`src/design/rscc_pkg.sv`:
```
// Shared constants and carrier types for the ring slave cycle control block
package rscc_pkg;

   // Clock rate and timing figures in their own units
   localparam int unsigned CLK_MHZ       = 40;
   localparam int unsigned PULSE_NS      = 1280;
   localparam int unsigned TMO_UNIT_NS   = 81920;
   localparam int unsigned SDLY_UNIT_NS  = 640;

   // Cycle counts derived from the rate, rounded up
   localparam int unsigned PULSE_CYC     = (PULSE_NS * CLK_MHZ + 999) / 1000;
   localparam int unsigned TMO_UNIT_CYC  = (TMO_UNIT_NS * CLK_MHZ + 999) / 1000;
   localparam int unsigned SDLY_UNIT_CYC = (SDLY_UNIT_NS * CLK_MHZ + 999) / 1000;

   // Widths
   localparam int unsigned ADDR_W    = 12;
   localparam int unsigned DATA_W    = 32;
   localparam int unsigned MEM_WORDS = 8;
   localparam int unsigned MW_IDX    = 3;
   localparam int unsigned EADDR_W   = 5;
   localparam int unsigned POS_W     = 5;
   localparam int unsigned CNT_W     = 12;

   // Register byte addresses
   localparam logic [ADDR_W-1:0] OFS_SOFT_RST   = 12'h500;
   localparam logic [ADDR_W-1:0] OFS_TIMEOUT    = 12'h50C;
   localparam logic [ADDR_W-1:0] OFS_INIT_DONE  = 12'h510;
   localparam logic [ADDR_W-1:0] OFS_TMO_MASK   = 12'h514;
   localparam logic [ADDR_W-1:0] OFS_SYNC_DELAY = 12'h518;
   localparam logic [ADDR_W-1:0] OFS_SYNC_MASK  = 12'h51C;
   localparam logic [ADDR_W-1:0] OFS_TX_SWAP    = 12'h530;
   localparam logic [ADDR_W-1:0] OFS_RX_HOLD    = 12'h534;
   localparam logic [ADDR_W-1:0] OFS_STATE      = 12'h544;
   localparam logic [ADDR_W-1:0] OFS_BLK_POS    = 12'h55C;
   localparam logic [ADDR_W-1:0] OFS_IO_IN      = 12'h560;
   localparam logic [ADDR_W-1:0] OFS_TXMEM_BASE = 12'h000;
   localparam logic [ADDR_W-1:0] OFS_RXMEM_BASE = 12'h100;

   // Field positions and reset values
   localparam int unsigned      CTRL_BIT      = 0;
   localparam int unsigned      TIMEOUT_W     = 8;
   localparam int unsigned      SDLY_W        = 7;
   localparam logic [7:0]       TIMEOUT_RST   = 8'hFF;
   localparam logic [SDLY_W-1:0] SDLY_RST     = 7'h00;

   // Slave states
   typedef enum logic [1:0] {
      ST_INITIAL  = 2'b00,
      ST_CONFIG_A = 2'b01,
      ST_CONFIG_B = 2'b10,
      ST_RUNNING  = 2'b11
   } rscc_state_e;

   // Received frame kinds
   typedef enum logic [1:0] {
      FT_SETUP_A  = 2'b00,
      FT_SETUP_B  = 2'b01,
      FT_REALTIME = 2'b10,
      FT_OTHER    = 2'b11
   } rscc_ftype_e;

   // Reception completion report from the link engine
   typedef struct packed {
      logic              done;
      logic              noreply_err;
      rscc_ftype_e       ftype;
      logic [POS_W-1:0]  blk_pos;
   } rscc_rx_s;

   // Byte write from the link engine into receive memory
   typedef struct packed {
      logic               we;
      logic [EADDR_W-1:0] addr;
      logic [7:0]         data;
   } rscc_bytewr_s;

   // Transmit command to the link engine
   typedef struct packed {
      logic start;
      logic add_node_info;
   } rscc_txcmd_s;

endpackage : rscc_pkg

```
`src/design/rscc_core.sv`:
```
// Ring slave cycle control: state machine, timing pulses, banked memories
//
// Function
// - Initial state discards frames; I/O slave leaves it for setup A alone.
// - Firmware writes init-done 1; device then enters setup A.
// - Setup A: setup-A frame answered with node info, then setup B.
// - Setup B: answer setup-B with info; setup-A returns; others ignored.
// - Setup B enters running on first real-time frame, no firmware.
// - Own block position in receive memory frozen after setup B.
// - Running: real-time exchange; setup-A drops to setup A; others ignored.
// - Soft reset write of 1 forces the initial state.
// - Receive-event and sync are active-low pulses 1.28 us long.
// - Every completely received frame without a no-reply error gives a receive-event pulse.
// - Running timeout also pulses receive-event unless masked.
// - Sync pulses only in running, after a complete real-time frame.
// - I/O slave samples inputs and updates outputs at sync.
// - Each answered frame starts one transmission of previously committed data.
// - Unanswerable errored frame: bytes still stored, but no bank swap and no timing pulses.
// - Transmit and receive memories have two banks, CPU and engine.
// - Transmit swap write self-clears; deferred while transmitting.
// - Receive banks swap on each answered frame; deferred while hold is 1.
// - Slave data stored in cable order; position status locates own block.
// - Memory words little-endian: byte 4n+0 holds bits 7 to 0.
`timescale 1ns/100ps
module rscc_core
   import rscc_pkg::*;
(
   // Clock and reset
   input  wire logic                mclk,
   input  wire logic                reset_n,
   // Register port
   input  wire logic [ADDR_W-1:0]   reg_addr,
   input  wire logic [DATA_W-1:0]   reg_wdata,
   input  wire logic                reg_wr,
   input  wire logic                reg_rd,
   output logic      [DATA_W-1:0]   reg_rdata,
   // Link engine side
   input  wire rscc_rx_s            eng_rx,
   input  wire logic                eng_rx_timeout_tick,
   input  wire rscc_bytewr_s        eng_rx_wr,
   input  wire logic [EADDR_W-1:0]  eng_tx_addr,
   input  wire logic                eng_tx_busy,
   output logic      [7:0]          eng_tx_byte,
   output rscc_txcmd_s              eng_tx_cmd,
   // Pins
   input  wire logic                io_mode,
   input  wire logic [DATA_W-1:0]   io_in,
   output logic      [DATA_W-1:0]   io_out,
   output logic                     rx_event_pulse_n,
   output logic                     sync_pulse_n
);

   ////////////////////////////////////////////////////////////////////////
   // Pin synchronisers

   logic              mode_s1_r, mode_s2_r, mode_s3_r, io_mode_r;
   logic [DATA_W-1:0] in_s1_r, in_s2_r, in_s3_r, io_in_r;
   wire  [DATA_W-1:0] in_agree = ~(in_s2_r ^ in_s3_r);

   // Three stages; a change counts once stages two and three agree
   always_ff @(posedge mclk) begin
      mode_s1_r <= io_mode;
      mode_s2_r <= mode_s1_r;
      mode_s3_r <= mode_s2_r;
      in_s1_r   <= io_in;
      in_s2_r   <= in_s1_r;
      in_s3_r   <= in_s2_r;
      if (!reset_n) begin
         io_mode_r <= 1'b0;
         io_in_r   <= '0;
      end else begin
         if (mode_s2_r == mode_s3_r)
            io_mode_r <= mode_s3_r;
         io_in_r <= (in_s3_r & in_agree) | (io_in_r & ~in_agree);
      end
   end

   ////////////////////////////////////////////////////////////////////////
   // Register decode

   logic soft_rst_r;
   wire  rst_all = !reset_n || soft_rst_r;

   wire wr_ctl   = reg_wr && reg_wdata[CTRL_BIT];
   wire wr_rst   = wr_ctl && (reg_addr == OFS_SOFT_RST);
   wire wr_tmo   = reg_wr && (reg_addr == OFS_TIMEOUT);
   wire wr_init  = reg_wr && (reg_addr == OFS_INIT_DONE);
   wire wr_tmask = reg_wr && (reg_addr == OFS_TMO_MASK);
   wire wr_sdly  = reg_wr && (reg_addr == OFS_SYNC_DELAY);
   wire wr_smask = reg_wr && (reg_addr == OFS_SYNC_MASK);
   wire wr_swap  = wr_ctl && (reg_addr == OFS_TX_SWAP);
   wire wr_hold  = reg_wr && (reg_addr == OFS_RX_HOLD);
   wire txm_hit  = (reg_addr[ADDR_W-1:MW_IDX+2] ==
                    OFS_TXMEM_BASE[ADDR_W-1:MW_IDX+2]);
   wire rxm_hit  = (reg_addr[ADDR_W-1:MW_IDX+2] ==
                    OFS_RXMEM_BASE[ADDR_W-1:MW_IDX+2]);
   wire [MW_IDX-1:0] cpu_idx = reg_addr[MW_IDX+1:2];
   wire wr_txm   = reg_wr && txm_hit;

   // Soft reset pulse clears all control state on the next edge
   always_ff @(posedge mclk) begin
      if (!reset_n)
         soft_rst_r <= 1'b0;
      else
         soft_rst_r <= wr_rst;
   end

   ////////////////////////////////////////////////////////////////////////
   // Control registers

   logic [TIMEOUT_W-1:0] timeout_r;
   logic [SDLY_W-1:0]    sdly_r;
   logic                 init_done_r, tmo_mask_r, sync_mask_r, rx_hold_r;

   always_ff @(posedge mclk) begin
      if (rst_all) begin
         timeout_r   <= TIMEOUT_RST;
         sdly_r      <= SDLY_RST;
         init_done_r <= 1'b0;
         tmo_mask_r  <= 1'b0;
         sync_mask_r <= 1'b0;
         rx_hold_r   <= 1'b0;
      end else begin
         if (wr_tmo)   timeout_r   <= reg_wdata[TIMEOUT_W-1:0];
         if (wr_sdly)  sdly_r      <= reg_wdata[SDLY_W-1:0];
         if (wr_init)  init_done_r <= reg_wdata[CTRL_BIT];
         if (wr_tmask) tmo_mask_r  <= reg_wdata[CTRL_BIT];
         if (wr_smask) sync_mask_r <= reg_wdata[CTRL_BIT];
         if (wr_hold)  rx_hold_r   <= reg_wdata[CTRL_BIT];
      end
   end

   ////////////////////////////////////////////////////////////////////////
   // Slave state machine

   rscc_state_e state_r, state_nxt;
   logic        reply, add_info, pos_latch, sync_trig;
   wire         fr_ok = eng_rx.done && !eng_rx.noreply_err;

   // Next state, reply decision and block position capture
   always_comb begin
      state_nxt = state_r;
      reply     = 1'b0;
      add_info  = 1'b0;
      pos_latch = 1'b0;
      sync_trig = 1'b0;
      case (state_r)
         ST_INITIAL: begin
            // Frames are discarded here
            if (init_done_r || io_mode_r)
               state_nxt = ST_CONFIG_A;
         end
         ST_CONFIG_A: begin
            if (fr_ok && eng_rx.ftype == FT_SETUP_A) begin
               reply     = 1'b1;
               add_info  = 1'b1;
               state_nxt = ST_CONFIG_B;
            end
         end
         ST_CONFIG_B: begin
            if (fr_ok) begin
               case (eng_rx.ftype)
                  FT_SETUP_B: begin
                     reply     = 1'b1;
                     add_info  = 1'b1;
                     pos_latch = 1'b1;
                  end
                  FT_SETUP_A: begin
                     reply     = 1'b1;
                     add_info  = 1'b1;
                     state_nxt = ST_CONFIG_A;
                  end
                  FT_REALTIME: begin
                     reply     = 1'b1;
                     sync_trig = 1'b1;
                     state_nxt = ST_RUNNING;
                  end
                  default: ;
               endcase
            end
         end
         ST_RUNNING: begin
            if (fr_ok && eng_rx.ftype == FT_REALTIME) begin
               reply     = 1'b1;
               sync_trig = 1'b1;
            end else if (fr_ok && eng_rx.ftype == FT_SETUP_A) begin
               reply     = 1'b1;
               add_info  = 1'b1;
               state_nxt = ST_CONFIG_A;
            end
         end
         default: state_nxt = ST_INITIAL;
      endcase
   end

   logic [POS_W-1:0] blk_pos_r;

   // State, frozen block position and one transmit per accepted frame
   always_ff @(posedge mclk) begin
      if (rst_all) begin
         state_r    <= ST_INITIAL;
         blk_pos_r  <= '0;
         eng_tx_cmd <= '0;
      end else begin
         state_r <= state_nxt;
         if (pos_latch)
            blk_pos_r <= eng_rx.blk_pos;
         eng_tx_cmd.start         <= reply;
         eng_tx_cmd.add_node_info <= add_info;
      end
   end

   ////////////////////////////////////////////////////////////////////////
   // Bank control

   logic tx_eng_bank_r, tx_swap_pend_r, rx_eng_bank_r, rx_swap_pend_r;
   wire  tx_do_swap = tx_swap_pend_r && !eng_tx_busy && !eng_tx_cmd.start;
   wire  rx_want    = reply || rx_swap_pend_r;
   wire  rx_do_swap = rx_want && !rx_hold_r;

   // Swaps alternate the CPU and engine banks; a new request beats the clear
   always_ff @(posedge mclk) begin
      if (rst_all) begin
         tx_eng_bank_r  <= 1'b0;
         tx_swap_pend_r <= 1'b0;
         rx_eng_bank_r  <= 1'b0;
         rx_swap_pend_r <= 1'b0;
      end else begin
         tx_swap_pend_r <= wr_swap || (tx_swap_pend_r && !tx_do_swap);
         if (tx_do_swap)
            tx_eng_bank_r <= !tx_eng_bank_r;
         rx_swap_pend_r <= rx_want && rx_hold_r;
         if (rx_do_swap)
            rx_eng_bank_r <= !rx_eng_bank_r;
      end
   end

   ////////////////////////////////////////////////////////////////////////
   // Banked memories

   logic [DATA_W-1:0] tx_mem [2*MEM_WORDS];
   logic [DATA_W-1:0] rx_mem [2*MEM_WORDS];
   wire  [MW_IDX-1:0] eng_idx  = eng_rx_wr.addr[EADDR_W-1:2];
   wire  [1:0]        eng_lane = eng_rx_wr.addr[1:0];
   wire               rx_store = eng_rx_wr.we && (state_r != ST_INITIAL);

   // Per entry: CPU writes its transmit bank, engine stores bytes
   for (genvar gi = 0; gi < 2*MEM_WORDS; gi++) begin : g_mem
      localparam logic             G_BANK = 1'(gi / MEM_WORDS);
      localparam logic [MW_IDX-1:0] G_IDX = MW_IDX'(gi % MEM_WORDS);
      wire tx_sel = wr_txm && (cpu_idx == G_IDX)
                    && (G_BANK != tx_eng_bank_r);
      wire rx_sel = rx_store && (eng_idx == G_IDX)
                    && (G_BANK == rx_eng_bank_r);
      always_ff @(posedge mclk) begin
         if (rst_all) begin
            tx_mem[gi] <= '0;
            rx_mem[gi] <= '0;
         end else begin
            if (tx_sel)
               tx_mem[gi] <= reg_wdata;
            if (rx_sel)
               rx_mem[gi][eng_lane*8 +: 8] <= eng_rx_wr.data;
         end
      end
   end

   ////////////////////////////////////////////////////////////////////////
   // Engine transmit byte fetch

   logic [DATA_W-1:0] io_cap_r;
   wire  [DATA_W-1:0] tx_word = io_mode_r ? io_cap_r :
                        tx_mem[{tx_eng_bank_r, eng_tx_addr[EADDR_W-1:2]}];
   wire  [7:0]        tx_byte = tx_word[eng_tx_addr[1:0]*8 +: 8];

   // Byte appears one cycle after its address
   always_ff @(posedge mclk) begin
      if (rst_all)
         eng_tx_byte <= '0;
      else
         eng_tx_byte <= tx_byte;
   end

   ////////////////////////////////////////////////////////////////////////
   // Receive timeout in running state

   logic [CNT_W-1:0]     tmo_unit_r;
   logic [TIMEOUT_W-1:0] tmo_cnt_r;
   wire  unit_end = (tmo_unit_r == CNT_W'(TMO_UNIT_CYC - 1));
   wire  tmo_hit  = unit_end && (tmo_cnt_r == timeout_r - 8'h01);
   wire  tmo_run  = (state_r == ST_RUNNING) && (timeout_r != '0)
                    && !eng_rx.done;

   // Counts whole detection units since the last completed frame
   always_ff @(posedge mclk) begin
      if (rst_all || !tmo_run || tmo_hit) begin
         tmo_unit_r <= '0;
         tmo_cnt_r  <= '0;
      end else if (unit_end) begin
         tmo_unit_r <= '0;
         tmo_cnt_r  <= tmo_cnt_r + 8'h01;
      end else begin
         tmo_unit_r <= tmo_unit_r + 12'h001;
      end
   end

   ////////////////////////////////////////////////////////////////////////
   // Receive-event pulse

   logic [CNT_W-1:0] rxp_cnt_r;
   wire  rx_fire = fr_ok || (tmo_hit && tmo_run && !tmo_mask_r);
   wire  [CNT_W-1:0] rxp_nxt = rx_fire ? CNT_W'(PULSE_CYC) :
                       (rxp_cnt_r != '0) ? rxp_cnt_r - 12'h001 : '0;

   // Low for the pulse length after each event
   always_ff @(posedge mclk) begin
      if (rst_all) begin
         rxp_cnt_r        <= '0;
         rx_event_pulse_n <= 1'b1;
      end else begin
         rxp_cnt_r        <= rxp_nxt;
         rx_event_pulse_n <= (rxp_nxt == '0);
      end
   end

   ////////////////////////////////////////////////////////////////////////
   // Sync delay and pulse

   logic [CNT_W-1:0] sdly_cnt_r, syp_cnt_r;
   logic             sdly_busy_r;
   wire  [CNT_W-1:0] sdly_load = CNT_W'(sdly_r * SDLY_UNIT_CYC);
   wire  sync_now  = (sync_trig && sdly_r == '0) ||
                     (sdly_busy_r && sdly_cnt_r == 12'h001);
   wire  sync_fire = sync_now && (state_r == ST_RUNNING
                                  || state_nxt == ST_RUNNING);
   wire  [CNT_W-1:0] syp_nxt = (sync_fire && !sync_mask_r) ?
                       CNT_W'(PULSE_CYC) :
                       (syp_cnt_r != '0) ? syp_cnt_r - 12'h001 : '0;

   // Optional local delay, then the low pulse
   always_ff @(posedge mclk) begin
      if (rst_all) begin
         sdly_busy_r  <= 1'b0;
         sdly_cnt_r   <= '0;
         syp_cnt_r    <= '0;
         sync_pulse_n <= 1'b1;
      end else begin
         if (sync_trig && sdly_r != '0) begin
            sdly_busy_r <= 1'b1;
            sdly_cnt_r  <= sdly_load;
         end else if (sdly_busy_r) begin
            sdly_busy_r <= (sdly_cnt_r != 12'h001);
            sdly_cnt_r  <= sdly_cnt_r - 12'h001;
         end
         syp_cnt_r    <= syp_nxt;
         sync_pulse_n <= (syp_nxt == '0);
      end
   end

   ////////////////////////////////////////////////////////////////////////
   // I/O slave pin exchange at sync

   wire [DATA_W-1:0] own_rx_word =
        rx_mem[{rx_eng_bank_r ^ !rx_do_swap, blk_pos_r[MW_IDX-1:0]}];

   // Sample inputs and refresh outputs on the sync moment
   always_ff @(posedge mclk) begin
      if (rst_all) begin
         io_cap_r <= '0;
         io_out   <= '0;
      end else if (sync_fire && io_mode_r) begin
         io_cap_r <= io_in_r;
         io_out   <= own_rx_word;
      end
   end

   ////////////////////////////////////////////////////////////////////////
   // Register read

   wire [DATA_W-1:0] rd_txm = tx_mem[{!tx_eng_bank_r, cpu_idx}];
   wire [DATA_W-1:0] rd_rxm = rx_mem[{!rx_eng_bank_r, cpu_idx}];
   logic [DATA_W-1:0] rd_mux;

   // Unmapped addresses and write-only registers read as zero
   always_comb begin
      rd_mux = '0;
      case (reg_addr)
         OFS_TIMEOUT:    rd_mux[TIMEOUT_W-1:0] = timeout_r;
         OFS_INIT_DONE:  rd_mux[CTRL_BIT]      = init_done_r;
         OFS_TMO_MASK:   rd_mux[CTRL_BIT]      = tmo_mask_r;
         OFS_SYNC_DELAY: rd_mux[SDLY_W-1:0]    = sdly_r;
         OFS_SYNC_MASK:  rd_mux[CTRL_BIT]      = sync_mask_r;
         OFS_TX_SWAP:    rd_mux[CTRL_BIT]      = tx_swap_pend_r;
         OFS_RX_HOLD:    rd_mux[CTRL_BIT]      = rx_hold_r;
         OFS_STATE:      rd_mux[1:0]           = state_r;
         OFS_BLK_POS:    rd_mux[POS_W-1:0]     = blk_pos_r;
         OFS_IO_IN:      rd_mux                = io_cap_r;
         default: begin
            if (txm_hit)
               rd_mux = rd_txm;
            else if (rxm_hit)
               rd_mux = rd_rxm;
         end
      endcase
   end

   // Read data stand only in the cycle after the strobe
   always_ff @(posedge mclk) begin
      if (!reset_n)
         reg_rdata <= '0;
      else
         reg_rdata <= reg_rd ? rd_mux : '0;
   end

endmodule : rscc_core

```
`config.mk`:
```
export PLATFORM = sky130hd
export DESIGN_NAME = rscc_core
export DESIGN_NICKNAME = d
export VERILOG_FILES = /design/src/design/rscc_pkg.sv /design/src/design/rscc_core.sv
export SDC_FILE = /design/constraint.sdc
export NUM_CORES = 2
export LEC_CHECK = 0
export BUFFER_PORTS_ARGS = -buffer_cell sky130_fd_sc_hd__buf_2
export CAP_MARGIN = 20
export CELL_PAD_IN_SITES_DETAIL_PLACEMENT = 1
export CELL_PAD_IN_SITES_GLOBAL_PLACEMENT = 2
export CORE_MARGIN = 4
export CORE_UTILIZATION = 49
export DETAILED_ROUTE_END_ITERATION = 7
export PLACE_DENSITY = 0.93
export SYNTH_ARGS = -nofsm -noshare
export SYNTH_HDL_FRONTEND = slang
export SYNTH_SLANG_ARGS = --single-unit
```
`constraint.sdc`:
```
create_clock -name mclk -period 7.4 [get_ports mclk]
set_input_delay 0 -clock mclk [delete_from_list [all_inputs] [get_ports mclk]]
set_output_delay 0 -clock mclk [all_outputs]
set_load 0.02 [all_outputs]
```
## Word level (Yosys, flattened, before mapping)

Memories as Yosys holds them, arrays and structs flattened. A register that Yosys moved wholly into a read port is not among the register bits.
Index checks and enable logic that the tools add are counted.

- $add $sub $neg: 7
- Multiply operators: 1
- Div/mod/pow operators: 0
- $lt $le $gt $ge: 0
- Eq/ne operators: 37
- Shifts and indexed selects: 3
- Muxes and demuxes: 666
- Bitwise operators: 537
- Reduce and logical (&&, ||, !) cells: 124

Operators by type and width:

| kind | number |
|---|---|
| 2-to-1 mux 32 bit | 35 |
| 2-to-1 mux 1 bit | 609 |
| OR 1 bit | 528 |
| equality test 12 x 11 -> 1 bit, second input constant | 11 |
| logical AND 1 bit | 78 |
| 2-to-1 mux 12 bit | 6 |
| AND 32 bit | 2 |
| inverter 32 bit | 2 |
| case mux 24 bit (2 select lines) | 1 |
| subtractor 12 x 1 -> 12 bit, second input constant | 3 |
| negation 5 -> 34 bit | 1 |
| variable shift 8 x 34 -> 32 bit, first input constant | 1 |
| indexed part select 8 x 34 -> 32 bit | 1 |
| OR 32 bit | 1 |
| indexed part select 32 x 6 -> 8 bit | 1 |
| bitwise XOR 32 bit | 1 |
| equality test 3 bit, second input constant | 8 |
| zero test 12 bit | 2 |
| nonzero test 12 bit | 2 |
| case mux 2 bit (4 select lines) | 2 |
| case mux 3 bit (5 select lines) | 1 |
| zero test 7 bit | 2 |
| zero test 1 bit | 13 |
| adder 12 x 1 -> 12 bit, second input constant | 1 |
| other kinds (35) | 63 |

- Register bits: 296
- Bits in latches: 0
- Bits in writable memories: 1024
- Bits in read-only memories: 0
- Input bits: 111
- Word-level logic and storage cells: 1412
- Memories: 2

Memories:

| name | depth | bits a word | read ports | clocked after memory_dff | wr ports | line | RTL |
|---|---|---|---|---|---|---|---|
| rx_mem | 16 | 32 | 2 | 1 | 16 | rscc_core.sv:242 | `logic [DATA_W-1:0] rx_mem [2*MEM_WORDS];` |
| tx_mem | 16 | 32 | 2 | 0 | 16 | rscc_core.sv:241 | `logic [DATA_W-1:0] tx_mem [2*MEM_WORDS];` |

## Longest topological paths before layout

- Depth after elaboration: 12
- Gate-level depth with buffers: 12
- Depth with buffers taken out: 12

## Least setup slack after synthesis

Ideal clock, no wire load.

- Path kind: in2reg
- From: in reg_addr[6]
- To: mem tx_mem[4][0] (enable)
- Library setup time: 0.466 ns
- Arrival: 4.007 ns
- Path slack: 2.928 ns
- Stages on the path: 9
- Path buffers: 3
- Path through: buf_6 > or3_4 > or4_4 > nor2_1 > and2_1 > buf_2 > buf_2 > nand3_1 > o21ai_0

RTL lines:

| what | line | RTL |
|---|---|---|
| start: declaration | rscc_core.sv:32 | `input wire logic [ADDR_W-1:0] reg_addr,` |
| end: declaration | rscc_core.sv:241 |  |

==> results.sh <==
export IMPL_ir_worst_vdd_v=0.000196
export IMPL_wire_per_inst_um=34.0
export IMPL_setup_slack_ns=3.22
export IMPL_synth_edf_count=1024
export IMPL_drcViolationCount=0
export IMPL_layout_commonest_cell="edfxtp_1"
export IMPL_multiInputGateArea_um2=27100
export IMPL_clk_pin_slew_worst_paths_ns=0.06
export IMPL_grt_ovfl_total=0
export IMPL_die_width_um=375
export IMPL_crit_path_top_delay_cell="buf_4"
export IMPL_final_cell_mix="edfxtp_1 (1024), nor2_1 (651), mux4_2 (561)"
export IMPL_syn_inst=4898
export IMPL_netlist_area_leader_share=0.466
export IMPL_drive_above_1_share=0.225
export IMPL_fmax_mhz=239
export IMPL_syn_cell_area_um2=66000
export IMPL_worst_pin_slew_ns=1.24
export IMPL_seqCellArea_um2=37300
export IMPL_p_leak_nw=26.1
export IMPL_startpoint_type="primary input"
export IMPL_tritoncts="yes"
export IMPL_place_hpwl_mm=141
export IMPL_antenna_found_initial=21
export IMPL_reg2reg_depth=8
export IMPL_numCtsBuffers=145
export IMPL_min_to="reg_rdata[2]"
export IMPL_max_stage_delay_ns=0.63
export IMPL_final_cell_area_um2=75000
export IMPL_drt_pass1_iter_count=6
export IMPL_path_depth=11
export IMPL_finalHoldViolations=0
export IMPL_grt_pass1_wl_mm=343
export IMPL_crit_path_start="reg_addr[5]"
export IMPL_outcome="complete, no violations"
export IMPL_r2r_slack_ns=3.41
export IMPL_place_ws_ns=3.51
export IMPL_setup_viol=0
export IMPL_vias=47300
export IMPL_fillers=12800
export IMPL_via_per_inst=6.78
export IMPL_relSlewSlack=0.170
export IMPL_first_global_vias=49500
export IMPL_cp_end_kind="register"
export IMPL_maxCapViolations=0
export IMPL_synth_net_count=5050
export IMPL_port_buffers=185
export IMPL_cp_cell_sequence="dlygate4sd3_1 -> buf_2 -> or3_4 -> or4_4 -> dlygate4sd3_1 -> nor2_1 -> and2_1 -> buf_4 -> nand3_1 -> o21ai_4 -> buf_4"
export IMPL_start_util=0.494
export IMPL_syn2layout_area_growth_pct=13.6
export IMPL_ys_seq_area_frac=0.565
export IMPL_drv_slew=0
export IMPL_fin_crit_ns=4.18
export IMPL_finalPower_w=0.0181
export IMPL_avgSynthCellArea_um2=13.5
export IMPL_first_iter_violations=7204
export IMPL_htree_levels=4
export IMPL_finalSetupTns_ns=0
export IMPL_synth_largest_area_cell="edfxtp_1"
export IMPL_synth_area_leaders="edfxtp_1 (47%), mux4_2 (19%), dfxtp_1 (9.9%)"
export IMPL_grt_max_degree=119
export IMPL_cpLargestDelayFamily="buffers and inverters"
export IMPL_core_um2=134000
export IMPL_worstSkewPairLatency_ns=0.80
export IMPL_cp_max_fo=32
export IMPL_post_cts_buffers=0
export IMPL_ios=187
export IMPL_dp_cells=6550
export IMPL_ys_ff_latch=1352
export IMPL_power_density_nw_per_um2=241
export IMPL_clock_sinks=1352
export IMPL_fin_crit_sh=0.565
export IMPL_globalplace_congestion=0.847
export IMPL_root_buffer="clkbuf_16"
export IMPL_async_reset_ff_frac=0
export IMPL_wl_mm=237
export IMPL_synth_distinct_cells=80
export IMPL_finClkSkew_ns=0.0428
export IMPL_grt_usage=0.333
export IMPL_cp_required_ns=7.79
export IMPL_cts_buffer_depth=3
export IMPL_r2r_start="state_r[0]"
export IMPL_cp_arrival_ns=4.57
export IMPL_dieArea_um2=141000
export IMPL_hold_path_depth=6
export IMPL_dpl_instance_area_um2=68500
export IMPL_ys_flop_type="edfxtp_1"
export IMPL_rsz0062_at_grt="no"
export IMPL_min_path_type="in -> reg"
export IMPL_reg2reg_to="io_out[4]"
export IMPL_placementRows=134
export IMPL_crit_type="in -> reg"
export IMPL_holdCritStartpoint="reg_addr[1]"
export IMPL_ant_nets=0
export IMPL_stdcell_count=6985
export IMPL_ys_warn_count=0
export IMPL_die_h_um=375
export IMPL_worst_path_buf_inv=5
export IMPL_nets=5239
[registers in the layout, indices dropped and copies added (netlist names), 32 cells and up, named ones only]
| signal | count |
|---|---|
| in_s1_r | 32 |
| tx_mem | 512 |
| in_s3_r | 32 |
| io_cap_r | 32 |
| in_s2_r | 32 |
| reg_rdata | 32 |
| rx_mem | 512 |
| io_out | 32 |
[stage by stage]
step / hold WS (ns) / util
2_1_floorplan: 0.0277 / -
3_3_place_gp: 0.104 / 0.513
3_5_place_dp: 0.104 / 0.513
4_1_cts: 0.00806 / 0.560
5_1_grt: 0.145 / 0.561
6_report: 0.129 / 0.561
[how the worst max path moves through the flow]
stage                    endpoint  slack, ns
floorplan            tx_mem[4][0]       2.93
finish              tx_mem[6][30]       3.22
global placement       io_out[30]       3.64
detailed placement      io_out[4]       3.51
global route        tx_mem[6][30]       3.28
CTS                 tx_mem[6][28]       3.41
[area by class of cell]
class                      instances  share of cell area
clock inverter                    71             0.00973
tap                             1768              0.0295
multi-input combinational       3080               0.361
sequential                      1352               0.498
inverter                          86             0.00430
clock buffer                     196              0.0547
timing repair buffer             422              0.0427
antenna                           10            0.000334
[worst min-delay path, delay by kind of cell]
kind,cells,cell delay (ns)
compound gates,3,0.45
buf+inv,1,0.08
simple gates,2,0.29
[metal layers]
layer,share of wire,vias up,wire length [um],track usage
met3,0.13,695,30300,0.100
met5,0.00037,-,88,0
met4,0.052,12,12300,0.158
met1,0.35,24300,83000,0.423
li1,-,18700,-,-
met2,0.47,3553,112000,0.528
[where the power goes]
group	total, W	internal [W]	switching [W]
clock	0.00753	0.00430	0.00323
sequential	0.00870	0.00846	0.000235
combinational	0.00185	0.000733	0.00111
[cell usage after synthesis, types with 28 or more instances]
library cell  instances
a211oi_1             49
a21oi_1             145
xnor2_1              29
buf_1                28
buf_2                51
nand3_1              72
mux4_2              561
o211a_1              33
nand2_1             385
o21ai_0              99
edfxtp_1           1024
o31ai_1              37
mux2_2               34
ha_1                 37
nor3_1               46
nor2_1              663
nor3b_1              39
and2_1              500
xor2_1               30
mux2i_1              57
dfxtp_1             328
inv_1                84
clkbuf_1            279
[kinds of logic (layout without fill, tap and decap cells)]
| group | Yosys count | in the layout | share of synthesized area |
|---|---|---|---|
| AO/OA/AOI/OAI | 494 | 494 | 0.0488 |
| XOR/XNOR | 59 | 59 | 0.00782 |
| adder cells (fa/ha/maj) | 41 | 41 | 0.00822 |
| buffers and inverters | 466 | 775 | 0.0297 |
| flip-flops | 1352 | 1352 | 0.565 |
| multiplexers | 652 | 652 | 0.206 |
| other | 0 | 10 | 0 |
| AND/OR/NAND/NOR | 1834 | 1834 | 0.135 |
[timing repair]
item / 4_1_cts / 5_1_grt
hold buffers: 153 / 0
endpoints found under the hold margin: 681 / 0
resized for setup: 0 / 0
Power figures use the tool's default switching activity.
